[config.mk]
export PLATFORM = sky130hd
export DESIGN_NAME = wait_bridge
export DESIGN_NICKNAME = d
export VERILOG_FILES = /design/src/hw/wait_bridge.v
export VERILOG_INCLUDE_DIRS = /design/src /design/src/hw
export SDC_FILE = /design/constraint.sdc
export NUM_CORES = 1
export LEC_CHECK = 0
export ABC_CLOCK_PERIOD_IN_PS = 2100
export BUFFER_PORTS_ARGS = -buffer_cell sky130_fd_sc_hd__buf_4
export CAP_MARGIN = 20
export CORE_MARGIN = 2
export CORE_UTILIZATION = 50
export DETAILED_ROUTE_END_ITERATION = 8
export PLACE_DENSITY_LB_ADDON = 0.1
export SETUP_SLACK_MARGIN = 0.05
export SLEW_MARGIN = 20
export SYNTH_ARGS = -nofsm -noshare
export SYNTH_HDL_FRONTEND = slang
export SYNTH_SLANG_ARGS = --single-unit
[constraint.sdc]
create_clock -name clk -period 2.1 [get_ports clk]
set_input_delay 0.42 -clock clk [delete_from_list [all_inputs] [get_ports clk]]
set_output_delay 0.42 -clock clk [all_outputs]
set_load 0.01 [all_outputs]
[src/hw/wait_bridge_consts.vh]
/*
 Constants for the peripheral bus wait insertion bridge.
 Assumes a single 250 MHz CPU clock and classic Wishbone on both sides.
*/
// Functional notes
// RL1: A CPU access to a wait-generating register is held (retried) until valid data passes, and the CPU does not move on meanwhile.
// RL2: An instruction with peripheral waits takes its normal cycles plus exactly the inserted wait cycles.
// RL3: A write to watchdog_mode_reg stalls the CPU for exactly three CPU clocks.
// RL4: A read of rx_error_status_reg stalls the CPU for exactly one CPU clock.
// RL5: Writes to the four A/D configuration registers insert 2 to 5 waits with the speed bit set, 2 to 9 with it clear.
// RL6: Reads of adc_result_reg insert 1 to 5 waits with the speed bit set, 1 to 9 with it clear.
// RL7: The maximum A/D wait is twice the CPU-to-macro clock ratio plus one, with the fraction dropped below the CPU low time and rounded up otherwise.
// RL8: The A/D macro clock is the high speed system clock over 2 when speed bit 5 is set and over 4 when clear.
// RL9: If the computed A/D wait count is exactly one, a register write gets no wait.
// RL10: Where an A/D write would need no wait, an adc_result_reg read still takes one wait.
// RL11: All inserted waits are counted in CPU clock periods.
// RL12: Accesses to other peripheral registers complete with no inserted wait.
`ifndef WAIT_BRIDGE_CONSTS_VH
`define WAIT_BRIDGE_CONSTS_VH

// Peripheral register byte offsets (word aligned)
`define OFS_WATCHDOG_MODE   8'h00
`define OFS_RX_ERROR_STATUS 8'h04
`define OFS_ADC_MODE        8'h08
`define OFS_ADC_CHANNEL     8'h0c
`define OFS_PF_COMPARE_MODE 8'h10
`define OFS_PF_THRESHOLD    8'h14
`define OFS_ADC_RESULT      8'h18
// Bridge's own control/status registers
`define OFS_CLK_CONFIG      8'h40
`define OFS_WAIT_STATUS     8'h44

`define ADC_SPEED_BIT       5
`define WATCHDOG_WAITS      4'h3
`define RX_STATUS_WAITS     4'h1
`define ADC_RESULT_MIN_WAIT 4'h1

// CPU clock divider exponent (fcpu = fx / 2**n), field of clk_config
`define CPU_DIV_LSB         0
`define CPU_DIV_MSB         2
// CPU clock low time and fx clock period, both in ns
`define CPU_LOW_NS          50
`define FX_PERIOD_NS        100
`define CLK_CONFIG_RESET    32'h0000_0000
`define ADC_MODE_RESET      8'h00

`endif

[src/hw/wait_bridge.v]
/*
 Wishbone slave that models the CPU-side access to low-speed peripheral
 registers and stretches ack by the documented number of CPU wait clocks.
 Assumes a classic single-cycle Wishbone master on the same clock.
*/
// Local design decisions: the address map and register access over Wishbone.
`timescale 1ns/1ps
`include "wait_bridge_consts.vh"

module wait_bridge (
   input  wire        clk,      // 250 MHz CPU clock
   input  wire        rst_n,    // Asynchronous reset, active low
   input  wire        cyc_i,    // Wishbone cycle
   input  wire        stb_i,    // Wishbone strobe
   input  wire        we_i,     // Write enable
   input  wire [7:0]  adr_i,    // Byte address
   input  wire [3:0]  sel_i,    // Byte lanes
   input  wire [31:0] dat_i,    // Write data
   output reg  [31:0] dat_o,    // Read data
   output wire        ack_o,    // Acknowledge
   output wire [3:0]  wait_cnt  // Waits inserted on last access
);

   localparam [1:0] S_IDLE = 2'd0;
   localparam [1:0] S_WAIT = 2'd1;
   localparam [1:0] S_ACK  = 2'd2;
   localparam [1:0] S_DONE = 2'd3;

   reg  [1:0]  state_q;
   reg  [1:0]  state_d;
   reg  [3:0]  cnt_q;
   reg  [3:0]  last_wait_q;
   reg  [31:0] clk_config_q;
   reg  [7:0]  regs_q [0:6];
   wire [2:0]  cpu_div;
   wire        speed;
   reg  [3:0]  adc_max;
   reg  [3:0]  adc_wr_wait;
   reg  [3:0]  adc_rd_wait;
   reg  [3:0]  need;
   wire        req;
   wire        is_periph;
   wire [2:0]  idx;

   assign req       = cyc_i & stb_i;
   assign cpu_div   = clk_config_q[`CPU_DIV_MSB:`CPU_DIV_LSB];
   assign speed     = regs_q[2][`ADC_SPEED_BIT];
   assign idx       = adr_i[4:2];
   assign is_periph = (adr_i[7:5] == 3'h0) && (idx != 3'h7);
   assign ack_o     = (state_q == S_ACK);
   assign wait_cnt  = last_wait_q;

   // Max A/D waits = 2*fcpu/adc_macro_clock_freq + 1, in CPU clocks
   always @* begin
      adc_max = 4'h0;
      case ({speed, cpu_div})                                   // RL7 RL8
         4'b1_000: adc_max = 4'h5; // fcpu/adc_macro_clock_freq = 2
         4'b1_001: adc_max = 4'h3; // ratio 1
         4'b1_010: adc_max = 4'h2; // ratio 1/2, fraction kept
         4'b1_011: adc_max = 4'h1; // ratio 1/4, fraction below low time
         4'b1_100: adc_max = 4'h1;
         4'b0_000: adc_max = 4'h9; // ratio 4
         4'b0_001: adc_max = 4'h5;
         4'b0_010: adc_max = 4'h3;
         4'b0_011: adc_max = 4'h2;
         4'b0_100: adc_max = 4'h1;
         default:  adc_max = 4'h1;
      endcase
   end

   always @* begin
      adc_wr_wait = (adc_max == 4'h1) ? 4'h0 : adc_max;          // RL9 RL5
      adc_rd_wait = (adc_wr_wait == 4'h0) ? `ADC_RESULT_MIN_WAIT
                                          : adc_wr_wait;         // RL10 RL6
   end

   // Wait count per register and direction, in CPU clocks
   always @* begin
      need = 4'h0;                                               // RL12
      case (adr_i)
         `OFS_WATCHDOG_MODE:   need = we_i ? `WATCHDOG_WAITS : 4'h0; // RL3
         `OFS_RX_ERROR_STATUS: need = we_i ? 4'h0 : `RX_STATUS_WAITS; // RL4
         `OFS_ADC_MODE,
         `OFS_ADC_CHANNEL,
         `OFS_PF_COMPARE_MODE,
         `OFS_PF_THRESHOLD:    need = we_i ? adc_wr_wait : 4'h0;  // RL5
         `OFS_ADC_RESULT:      need = we_i ? 4'h0 : adc_rd_wait;  // RL6
         default:              need = 4'h0;
      endcase
   end

   always @* begin
      state_d = state_q;
      case (state_q)
         S_IDLE: begin
            if (req)
               state_d = (need == 4'h0) ? S_ACK : S_WAIT;
         end
         S_WAIT: begin
            if (cnt_q == 4'h1)                                   // RL1
               state_d = S_ACK;
         end
         S_ACK:   state_d = S_DONE;
         S_DONE:  state_d = req ? S_DONE : S_IDLE;
         default: state_d = S_IDLE;
      endcase
   end

   always @(posedge clk or negedge rst_n) begin
      if (!rst_n) begin
         state_q     <= S_IDLE;
         cnt_q       <= 4'h0;
         last_wait_q <= 4'h0;
      end else begin
         state_q <= state_d;
         if (state_q == S_IDLE && req) begin
            cnt_q       <= need;                                 // RL2
            last_wait_q <= need;
         end else if (state_q == S_WAIT) begin
            cnt_q <= cnt_q - 4'h1;                               // RL11
         end
      end
   end

   // Register storage; writes land with the ack
   genvar g;
   generate
      for (g = 0; g < 7; g = g + 1) begin : g_reg
         always @(posedge clk or negedge rst_n) begin
            if (!rst_n)
               regs_q[g] <= `ADC_MODE_RESET;
            else if (ack_o && we_i && sel_i[0] && is_periph && idx == g)
               regs_q[g] <= dat_i[7:0];
         end
      end
   endgenerate

   always @(posedge clk or negedge rst_n) begin
      if (!rst_n)
         clk_config_q <= `CLK_CONFIG_RESET;
      else if (ack_o && we_i && adr_i == `OFS_CLK_CONFIG && sel_i[0])
         clk_config_q <= {29'h0, dat_i[2:0]};
   end

   always @(posedge clk or negedge rst_n) begin
      if (!rst_n) begin
         dat_o <= 32'h0000_0000;
      end else if (state_d == S_ACK && state_q != S_ACK && !we_i) begin
         if (is_periph)
            dat_o <= {24'h0, regs_q[idx]};
         else if (adr_i == `OFS_CLK_CONFIG)
            dat_o <= clk_config_q;
         else if (adr_i == `OFS_WAIT_STATUS)
            dat_o <= {28'h0, last_wait_q};
         else
            dat_o <= 32'h0000_0000;
      end
   end

endmodule

## Word level (Yosys, flattened, before mapping)

Memories as Yosys holds them, arrays and structs flattened.
Index checks and enable logic that the tools add are counted.

- Flip-flop bits (word level): 101
- Bits in read-only memories: 64
- Bits of input ports: 49
- Output and inout bits: 37
- Word-level logic and storage cells: 84
- Memories kept: 1

- Add/subtract/negate cells: 1
- $lt $le $gt $ge: 1
- Equality and inequality tests: 22
- Mux-type cells: 20
- Bitwise gates (word level): 2
- Reductions and logical operators: 25

Memories:

| memory | depth | bits a word | read ports | clocked after Yosys merged registers in | write ports | line | RTL |
|---|---|---|---|---|---|---|---|
| (name not given) | 16 | 4 | 1 | 0 | 0 | wait_bridge.v:56 | `case ({speed, cpu_div})` |

Operators with widths:

| kind | count |
|---|---|
| $mux W32 | 2 |
| $mux W4 | 7 |
| $bmux W8 S3 | 1 |
| $eq A8 B5 Y1 const B | 3 |
| $eq A8 B4 Y1 const B | 2 |
| $eq A8 B7 Y1 const B | 2 |
| $logic_and A1 B1 Y1 | 16 |
| $mux W8 | 2 |
| $pmux W4 S4 | 1 |
| $mux W2 | 5 |
| $eq A3 B3 Y1 const B | 3 |
| $eq A4 B1 Y1 const B | 2 |
| $eq A8 B3 Y1 const B | 1 |
| $logic_not A4 Y1 | 2 |
| $logic_not A8 Y1 | 1 |
| $pmux W2 S4 | 1 |
| $eq A2 B2 Y1 const B | 3 |
| $eq A3 B2 Y1 const B | 2 |
| $logic_not A3 Y1 | 2 |
| $ge A4 B4 Y1 const B | 1 |
| $not A3 Y4 | 1 |
| $reduce_or A4 Y1 | 1 |
| $sub A4 B1 Y4 const B | 1 |
| $eq A3 B1 Y1 const B | 1 |
| other kinds (8) | 8 |

## Logic depth before layout (Yosys ltp)

Gate-level depths: netlist of run 1.
An unclocked memory read counts as a cell.

- Depth after elaboration: 14
- Mapped depth: 8
- Depth with buffers taken out: 8

## Least setup slack after synthesis of run 1

OpenSTA, ideal clock, no wires.

- Path type: reg-to-reg
- Start: register clk_config_q[1]
- End: register dat_o[0]
- Setup time: 125 ps
- Arrival time: 2142 ps
- Data required time: 1975 ps
- Path slack: -166 ps
- Stages on the path, launching flop included: 9
- Path buffers: 0
- Clock period less this slack: 2266 ps
- Path through: dfrtp_1 -> inv_1 -> ha_1 -> nor3b_1 -> nor4_1 -> o21ai_1 -> nor4_4 -> a21oi_4 -> mux2_2

- Word-level cells in the longest chain between the ends: 14
- Elaborated cells on any way between the ends: 15
- Those cells by class: 2 x eq/ne; 8 x mux; 4 x reduce/logical; 1 x memory

RTL lines:

| item | line | RTL |
|---|---|---|
| start, declared | wait_bridge.v:33 | `reg [31:0] clk_config_q;` |
| start signal, assigned | wait_bridge.v:140 | `` clk_config_q <= `CLK_CONFIG_RESET; `` |
| start signal, assigned | wait_bridge.v:142 | `clk_config_q <= {29'h0, dat_i[2:0]};` |
| $mem_v2 Z16 W4 (*) | n/a |  |
| $eq A4 B1 Y1 | wait_bridge.v:72 | `adc_wr_wait = (adc_max == 4'h1) ? 4'h0 : adc_max;` |
| $mux W4 (*) | wait_bridge.v:72 |  |
| $logic_not A4 Y1 | wait_bridge.v:73 | `` adc_rd_wait = (adc_wr_wait == 4'h0) ? `ADC_RESULT_MIN_WAIT `` |
| $mux W4 | wait_bridge.v:73 |  |
| $mux W4 | wait_bridge.v:87 | `` `OFS_ADC_RESULT: need = we_i ? 4'h0 : adc_rd_wait; `` |
| $pmux W4 S4 (*) | wait_bridge.v:80 | `case (adr_i)` |
| $logic_not A4 Y1 (*) | wait_bridge.v:97 | `state_d = (need == 4'h0) ? S_ACK : S_WAIT;` |
| $mux W2 (*) | wait_bridge.v:97 |  |
| $mux W2 (*) | wait_bridge.v:96 | `if (req)` |
| $pmux W2 S4 (*) | wait_bridge.v:94 | `case (state_q)` |
| $eq A2 B2 Y1 (*) | wait_bridge.v:148 | `end else if (state_d == S_ACK && state_q != S_ACK && !we_i) begin` |
| $logic_and A1 B1 Y1 (*) (2 in a row) | wait_bridge.v:148 |  |
| end signal, assigned | wait_bridge.v:150 | `dat_o <= {24'h0, regs_q[idx]};` |
| end signal, assigned | wait_bridge.v:152 | `dat_o <= clk_config_q;` |
| end signal, assigned | wait_bridge.v:154 | `dat_o <= {28'h0, last_wait_q};` |
| end, declared | wait_bridge.v:19 | `output reg [31:0] dat_o,` |

Mark *: on every way between the ends. The rest lies on a longest branch, timed or not.
A chain may end at the register's enable or synchronous reset.

## Worst setup path after layout of run 1

- Start: register clk_config_q[1]
- End: register dat_o[2]

Same word-level chain as after synthesis.

==> results.yml, run 1 <==
setup_path:
  start_kind: "flip-flop"
  critPathKind: "flip-flop to flip-flop"
  cp.arrival_ns: 2.49
  r2r_cells: 9
  path_max_fanout: 8
  worstSetupEndpointType: "flip-flop"
  cp.required_ns: 2.34
power_and_ir_drop:
  p_leak_nw: 2.482
  ir_drop_uv: 441.6
  powerDensity_nw_per_um2: 724.4
layout:
  area_growth_pct: 22.61
  finalNetCount: 473
  layout_commonest_cell: "buf_4"
  drive_gt1_share_pct: 47.04
  final_cell_mix: "buf_4 (78), dfrtp_1 (76), mux2_2 (59)"
  antennaDiodeCount: 0
  fin_cells: 528
floorplanning:
  die_w_um: 94.68
  num_io_pins: 86
  placementRows: 33
  die_h_um: 94.68
  core_um2: 8093
  dieArea_um2: 8964
  initial_core_util_pct: 50.80
yosys:
  ys_seq_elements: 77
  synth_compound_area_share_pct: 6.330
  yosys.area_share.simple_pct: 11.53
  yosys-mux-area-fraction_pct: 25.65
  synth_cell_types: 52
  synth-xor-area-share_pct: 1.065
  synth_top_family_by_area: "multiplexers"
  synth_fa_ha_area_share_pct: 1.826
  netlist_instances: 340
  netlist_area_um2: 4111
  synth.avg_cell_area_um2: 12.09
  ys.warnings.count: 0
  synth_seq_area_share_pct: 46.87
detailed_routing:
  drc: 0
  ant_nets: 0
  wl_per_cell_um: 16.28
  first_iter_violations: 99
  vias: 2757
  drt_wl_total_mm: 8.596
  dr.pass1.iters: 4
  via_per_inst: 5.222
placement:
  place_congestion: 0.8178
  placedCellCount: 509
  place_ws_ns: -0.2064
  portBuffers: 34
  post-dp-hpwl_mm: 6.226
sta:
  period_needed_ns: 2.257
  slew_headroom_pct: 67.06
  skew_ns: 0.01333
  fin_crit_sh_pct: 107.5
  setup_viol: 8
  tightest_slew_ns: 0.4903
  max_freq_ghz: 0.4430
  rsz0062_at_grt: "yes"
  slew_violations: 0
  layout_setup_ws_ns: -0.1575
  finalHoldViolations: 0
  holdWs_ns: 0.3420
grt:
  grt_pass1_vias: 2679
  grt_pass1_wl_mm: 13.83
  grt_max_degree: 34
  overflow: 0
  track_usage_pct: 20.56
  antenna_found_initial: 0
worst_hold_path:
  whs_path_depth: 2
  min_path_type: "primary input to flip-flop"
run_status:
  violations: "negative setup slack"
  status: "complete, but fails checks"
clocking:
  cts_tree: "done"
  htreeDepth: 3
  clock-root-buffer: "clkbuf_8"
  clock_sinks: 77
  clk_pin_slew_ns: 0.09
  cts_made_buffers: 9
  clk-insertion-delay-late_ns: 0.35
  max-clock-path-buffers: 2
flow_run:
  maxCapViolCount: 0
==> cell usage after synthesis, drive strengths merged <==
library cell / n / area share (%)
a31oi: 1 / 0.30
a41oi: 1 / 0.40
o31ai: 1 / 0.18
a21oi: 8 / 1.2
mux2i: 9 / 2.2
xor2: 3 / 0.64
clkbuf: 5 / 0.46
nand2: 25 / 2.3
mux2: 69 / 19
nor2b: 7 / 1.1
nor4: 5 / 1.6
and3b: 1 / 0.24
nand4b: 1 / 0.21
nand3b: 2 / 0.37
nor2: 18 / 1.7
a2111oi: 1 / 0.21
ha: 6 / 1.8
dfrtp: 77 / 47
nand3: 4 / 0.49
nand4: 2 / 0.30
and3: 3 / 0.46
conb: 1 / 0.091
xnor2: 2 / 0.43
a21boi: 1 / 0.18
and2b: 1 / 0.21
nor3b: 2 / 0.49
a211oi: 4 / 0.73
mux4: 8 / 4.5
nor3: 10 / 1.6
nand2b: 1 / 0.15
o21ai: 14 / 1.7
inv: 4 / 0.37
a21o: 1 / 0.21
buf: 34 / 5.8
a22oi: 1 / 0.18
o211ai: 4 / 0.73
or3: 2 / 0.30
a211o: 1 / 0.24
==> cells by family (layout without fill, tap and decap cells) <==
| group | after synthesis | in the layout |
|---|---|---|
| xor gates and xnor gates | 5 | 5 |
| and+or+nand+nor | 84 | 84 |
| AOI/OAI and AO/OA | 38 | 38 |
| adders and majority gates | 6 | 6 |
| DFF | 77 | 77 |
| other | 1 | 24 |
| buffers and inverters | 43 | 103 |
| muxes | 86 | 86 |
==> registers in the layout, indices dropped and copies added, names as in the netlist <==
register,cells
wait_cnt,4
regs_q,56
dat_o,8
cnt_q,4
clk_config_q,3
state_q,2
==> worst paths after layout <==
| check | start | to | slack, ns |
|---|---|---|---|
| worst min-delay path | dat_i[3] | regs_q[11] | 0.34 |
| worst max-delay path | clk_config_q[1] | dat_o[2] | -0.16 |
| max in group asynchronous | rst_n | regs_q[35] | 0.98 |
| min in group asynchronous | rst_n | cnt_q[0] | 0.54 |
| worst max register to register | clk_config_q[1] | dat_o[2] | -0.16 |
| worst min register to register | regs_q[32] | regs_q[32] | 0.51 |
==> worst max-delay path, stage by stage (launching register included) <==
cell	delay [ns]
dfrtp_2	0.46
inv_4	0.09
ha_4	0.21
mux2_4	0.27
a41oi_2	0.25
a31oi_4	0.06
nor4_4	0.27
a21oi_4	0.11
buf_12	0.16
mux2_4	0.29
==> where the power goes <==
part / leakage, nW / internal, mW / switching [mW]
Clock: 0.0892 / 0.454 / 0.614
Combinational: 1.34 / 0.430 / 0.409
Sequential: 1.06 / 1.64 / 0.104
==> layer usage <==
| layer | global-route usage, % | wire (µm) | up-vias |
|---|---|---|---|
| met1 | 29.29 | 4160 | 1356 |
| li1 | - | - | 1329 |
| met2 | 32.21 | 4013 | 64 |
| met5 | 0 | 0 | - |
| met3 | 3.512 | 357 | 8 |
| met4 | 6.401 | 64 | 0 |
==> stage by stage <==
step                util (%)  instance area (µm²)  total power, mW  TNS [ns]
finish                 62.29                 5041            3.652    -1.231
global route           62.29                 5041            3.864    -1.454
global placement       58.86                 4763            2.574    -1.605
detailed placement     58.86                 4763            2.595    -1.719
floorplan                  -                 4264            2.294   -0.3334
CTS                    61.49                 4976            3.665    -1.155
==> final cells by class <==
type | count | area (µm²)
multi-input cells | 243 | 2112
flip-flops and latches | 77 | 1928
inverters | 4 | 17.52
well taps | 105 | 131.4
clock inverters | 7 | 61.31
clock buffers | 9 | 123.9
repair buffers | 83 | 666.9
fillers | 665 | 3052
==> timing repair <==
item,in CTS,in global routing
resized for setup,2,9
setup buffers,1,1
hold buffers,1,0
hold endpoints to repair,1,0
endpoints found under the setup margin,8,16
pin swaps,3,7
(Power assumes the default switching activity.)
==> inputs of run 2 (changes only) <==
Settings changed: ABC_CLOCK_PERIOD_IN_PS 2100 to 2800, CAP_MARGIN 20 to 0, CORE_UTILIZATION 50 to 52, GPL_TIMING_DRIVEN set to 0.
Clock period 2.1 ns to 2.8 ns, I/O delays scaled along.
==> run 2 against run 1 <==
  * The run now ends clean
  * Critical path depth fell by 1
  * First-iteration DRC count rose by 100%
  * Via count fell by 0.11%
  * Clock skew fell by 0.0035 ns
  * Sequential cell count did not move
  * Utilization fell by 0.26 points
  * Non-clock buffer count fell by 12
  * Routed wire length fell by 1.1%
  * Clock-buffer cell count did not move
  * Critical path type unchanged
  * Largest power group unchanged
==> results.yml, run 2 (synthesis results as in run 1) <==
grt:
  grt_max_degree: 78
  grt_pass1_vias: 2704
  grt_pass1_wl_mm: 14.13
  grtUsageMet2_pct: 34.12
  antenna_found_initial: 0
  track_usage_pct: 21.71
  top_usage_layer: "met2"
  overflow: 0
  grt_util_met3_pct: 4.963
  grt_util_met1_pct: 30.29
sta:
  finalHoldViolations: 0
  period_needed_ns: 2.545
  fin_crit_sh_pct: 90.89
  setup_viol: 0
  slew_violations: 0
  layout_setup_ws_ns: 0.2551
  tns_ns: 0
  rsz0062_at_grt: "no"
  slew_headroom_pct: 36.29
  holdWs_ns: 0.3505
  max_freq_ghz: 0.3929
  tightest_slew_ns: 0.9556
  skew_ns: 0.009786
clocking:
  postCtsSetupRepairBufs: 0
  clk-insertion-delay-late_ns: 0.35
  clock-root-buffer: "clkbuf_8"
  htreeDepth: 3
  clk_pin_slew_ns: 0.08
  max-clock-path-buffers: 2
  cts_made_buffers: 9
  clock_sinks: 77
  hold_buffers: 0
  cts_tree: "done"
setup_path:
  r2r_slack_ns: 0.26
  start_kind: "flip-flop"
  reg2reg_from: "clk_config_q[1]"
  critPathKind: "flip-flop to flip-flop"
  worstSetupEndpointType: "flip-flop"
  r2r_end: "dat_o[0]"
  path_max_fanout: 8
  r2r_cells: 8
  cp.required_ns: 3.04
  cp.arrival_ns: 2.78
layout:
  final_util_pct: 62.03
  area_growth_pct: 15.98
  largest_reg_flops: 56
  drive_gt1_share_pct: 40.98
  layout_commonest_cell: "dfrtp_1"
  finalNetCount: 461
  biggestRegsByFlops: "regs_q x56, dat_o x8"
  antennaDiodeCount: 0
  final_cell_mix: "dfrtp_1 (77), mux2_2 (67), buf_4 (56)"
  top_register: "regs_q"
detailed_routing:
  ant_nets: 0
  vias: 2754
  via_per_inst: 5.379
  wl_per_cell_um: 16.60
  dr.pass1.iters: 5
  drc: 0
  drt_wl_total_mm: 8.498
  first_iter_violations: 198
floorplanning:
  placementRows: 32
  dieArea_um2: 8634
  core_um2: 7687
  initial_core_util_pct: 53.48
  num_io_pins: 86
  die_h_um: 92.92
  die_w_um: 92.92
power_and_ir_drop:
  p_leak_nw: 2.351
  p_total_mw: 2.688
  seqPwrFrac_pct: 49.2
  p_int_mw: 1.914
  clock_power_share_pct: 30.1
  powerDensity_nw_per_um2: 563.7
  swShare_pct: 28.78
  p_comb_share_pct: 20.7
  ir_drop_uv: 312.5
  switchingPower_uw: 773.6
flow_run:
  maxCapViolCount: 0
worst_hold_path:
  min_path_type: "primary input to asynchronous set/reset pin"
placement:
  portBuffers: 32
  place_congestion: 0.8986
  place_ws_ns: 0.1372
  post-dp-hpwl_mm: 5.940
run_status:
  status: "finished, final reports clean"
==> run 2: critical path, stage by stage (launching register included) <==
cell     delay, ns
dfrtp_1       0.48
inv_1         0.14
ha_1          0.30
nor4_4        0.38
nor4_1        0.11
o21ai_1       0.27
nor4_4        0.11
a21oi_4       0.28
mux2_2        0.37
==> run 2: worst max-delay path by stage <==
stage                         start         end  slack, ns  cells after the start
floorplan           clk_config_q[1]    dat_o[0]       0.53                      8
global placement           adr_i[3]  regs_q[36]       0.18                      4
detailed placement         adr_i[3]  regs_q[34]       0.14                      4
CTS                 clk_config_q[1]    dat_o[0]       0.23                      8
global route        clk_config_q[1]    dat_o[5]       0.09                      8
finish              clk_config_q[1]    dat_o[0]       0.26                      8
==> run 2: routing by layer <==
metal	vias up	share of wire, %
met5	-	0
met4	0	1.6
met1	1370	47
met3	11	4.9
li1	1299	-
met2	74	47
==> run 2: layout make-up <==
class / instances / area [µm²]
Timing Repair Buffer: 32 / 240.2
Clock inverter: 6 / 65.06
Inverter: 4 / 15.01
Tap cell: 102 / 127.6
Clock buffer: 9 / 123.9
Multi-Input combinational cell: 243 / 2012
Fill cell: 624 / 2919
Sequential cell: 77 / 1927
Buffer: 39 / 257.7
==> run 2: stage by stage <==
| step | cell area (µm²) | std cells |
|---|---|---|
| floorplan | 4198 | 363 |
| global placement | 4566 | 497 |
| global route | 4768 | 512 |
| detailed placement | 4566 | 497 |
| finish | 4768 | 512 |
| CTS | 4755 | 512 |
==> run 2: what timing repair did <==
| item | CTS | global route |
|---|---|---|
| gates resized for setup | 0 | 2 |
| endpoints found under the setup margin | 0 | 7 |
| hold endpoints to repair | 0 | 0 |
==> run 2: power groups by stage <==
| stage | logic, mW | registers, mW | clock network, mW |
|---|---|---|---|
| finish | 0.558 | 1.32 | 0.809 |
| global route | 0.626 | 1.34 | 0.880 |
| floorplan | 0.363 | 1.34 | 0 |
| global placement | 0.553 | 1.34 | 0 |
| detailed placement | 0.560 | 1.34 | 0 |
| CTS | 0.562 | 1.32 | 0.821 |
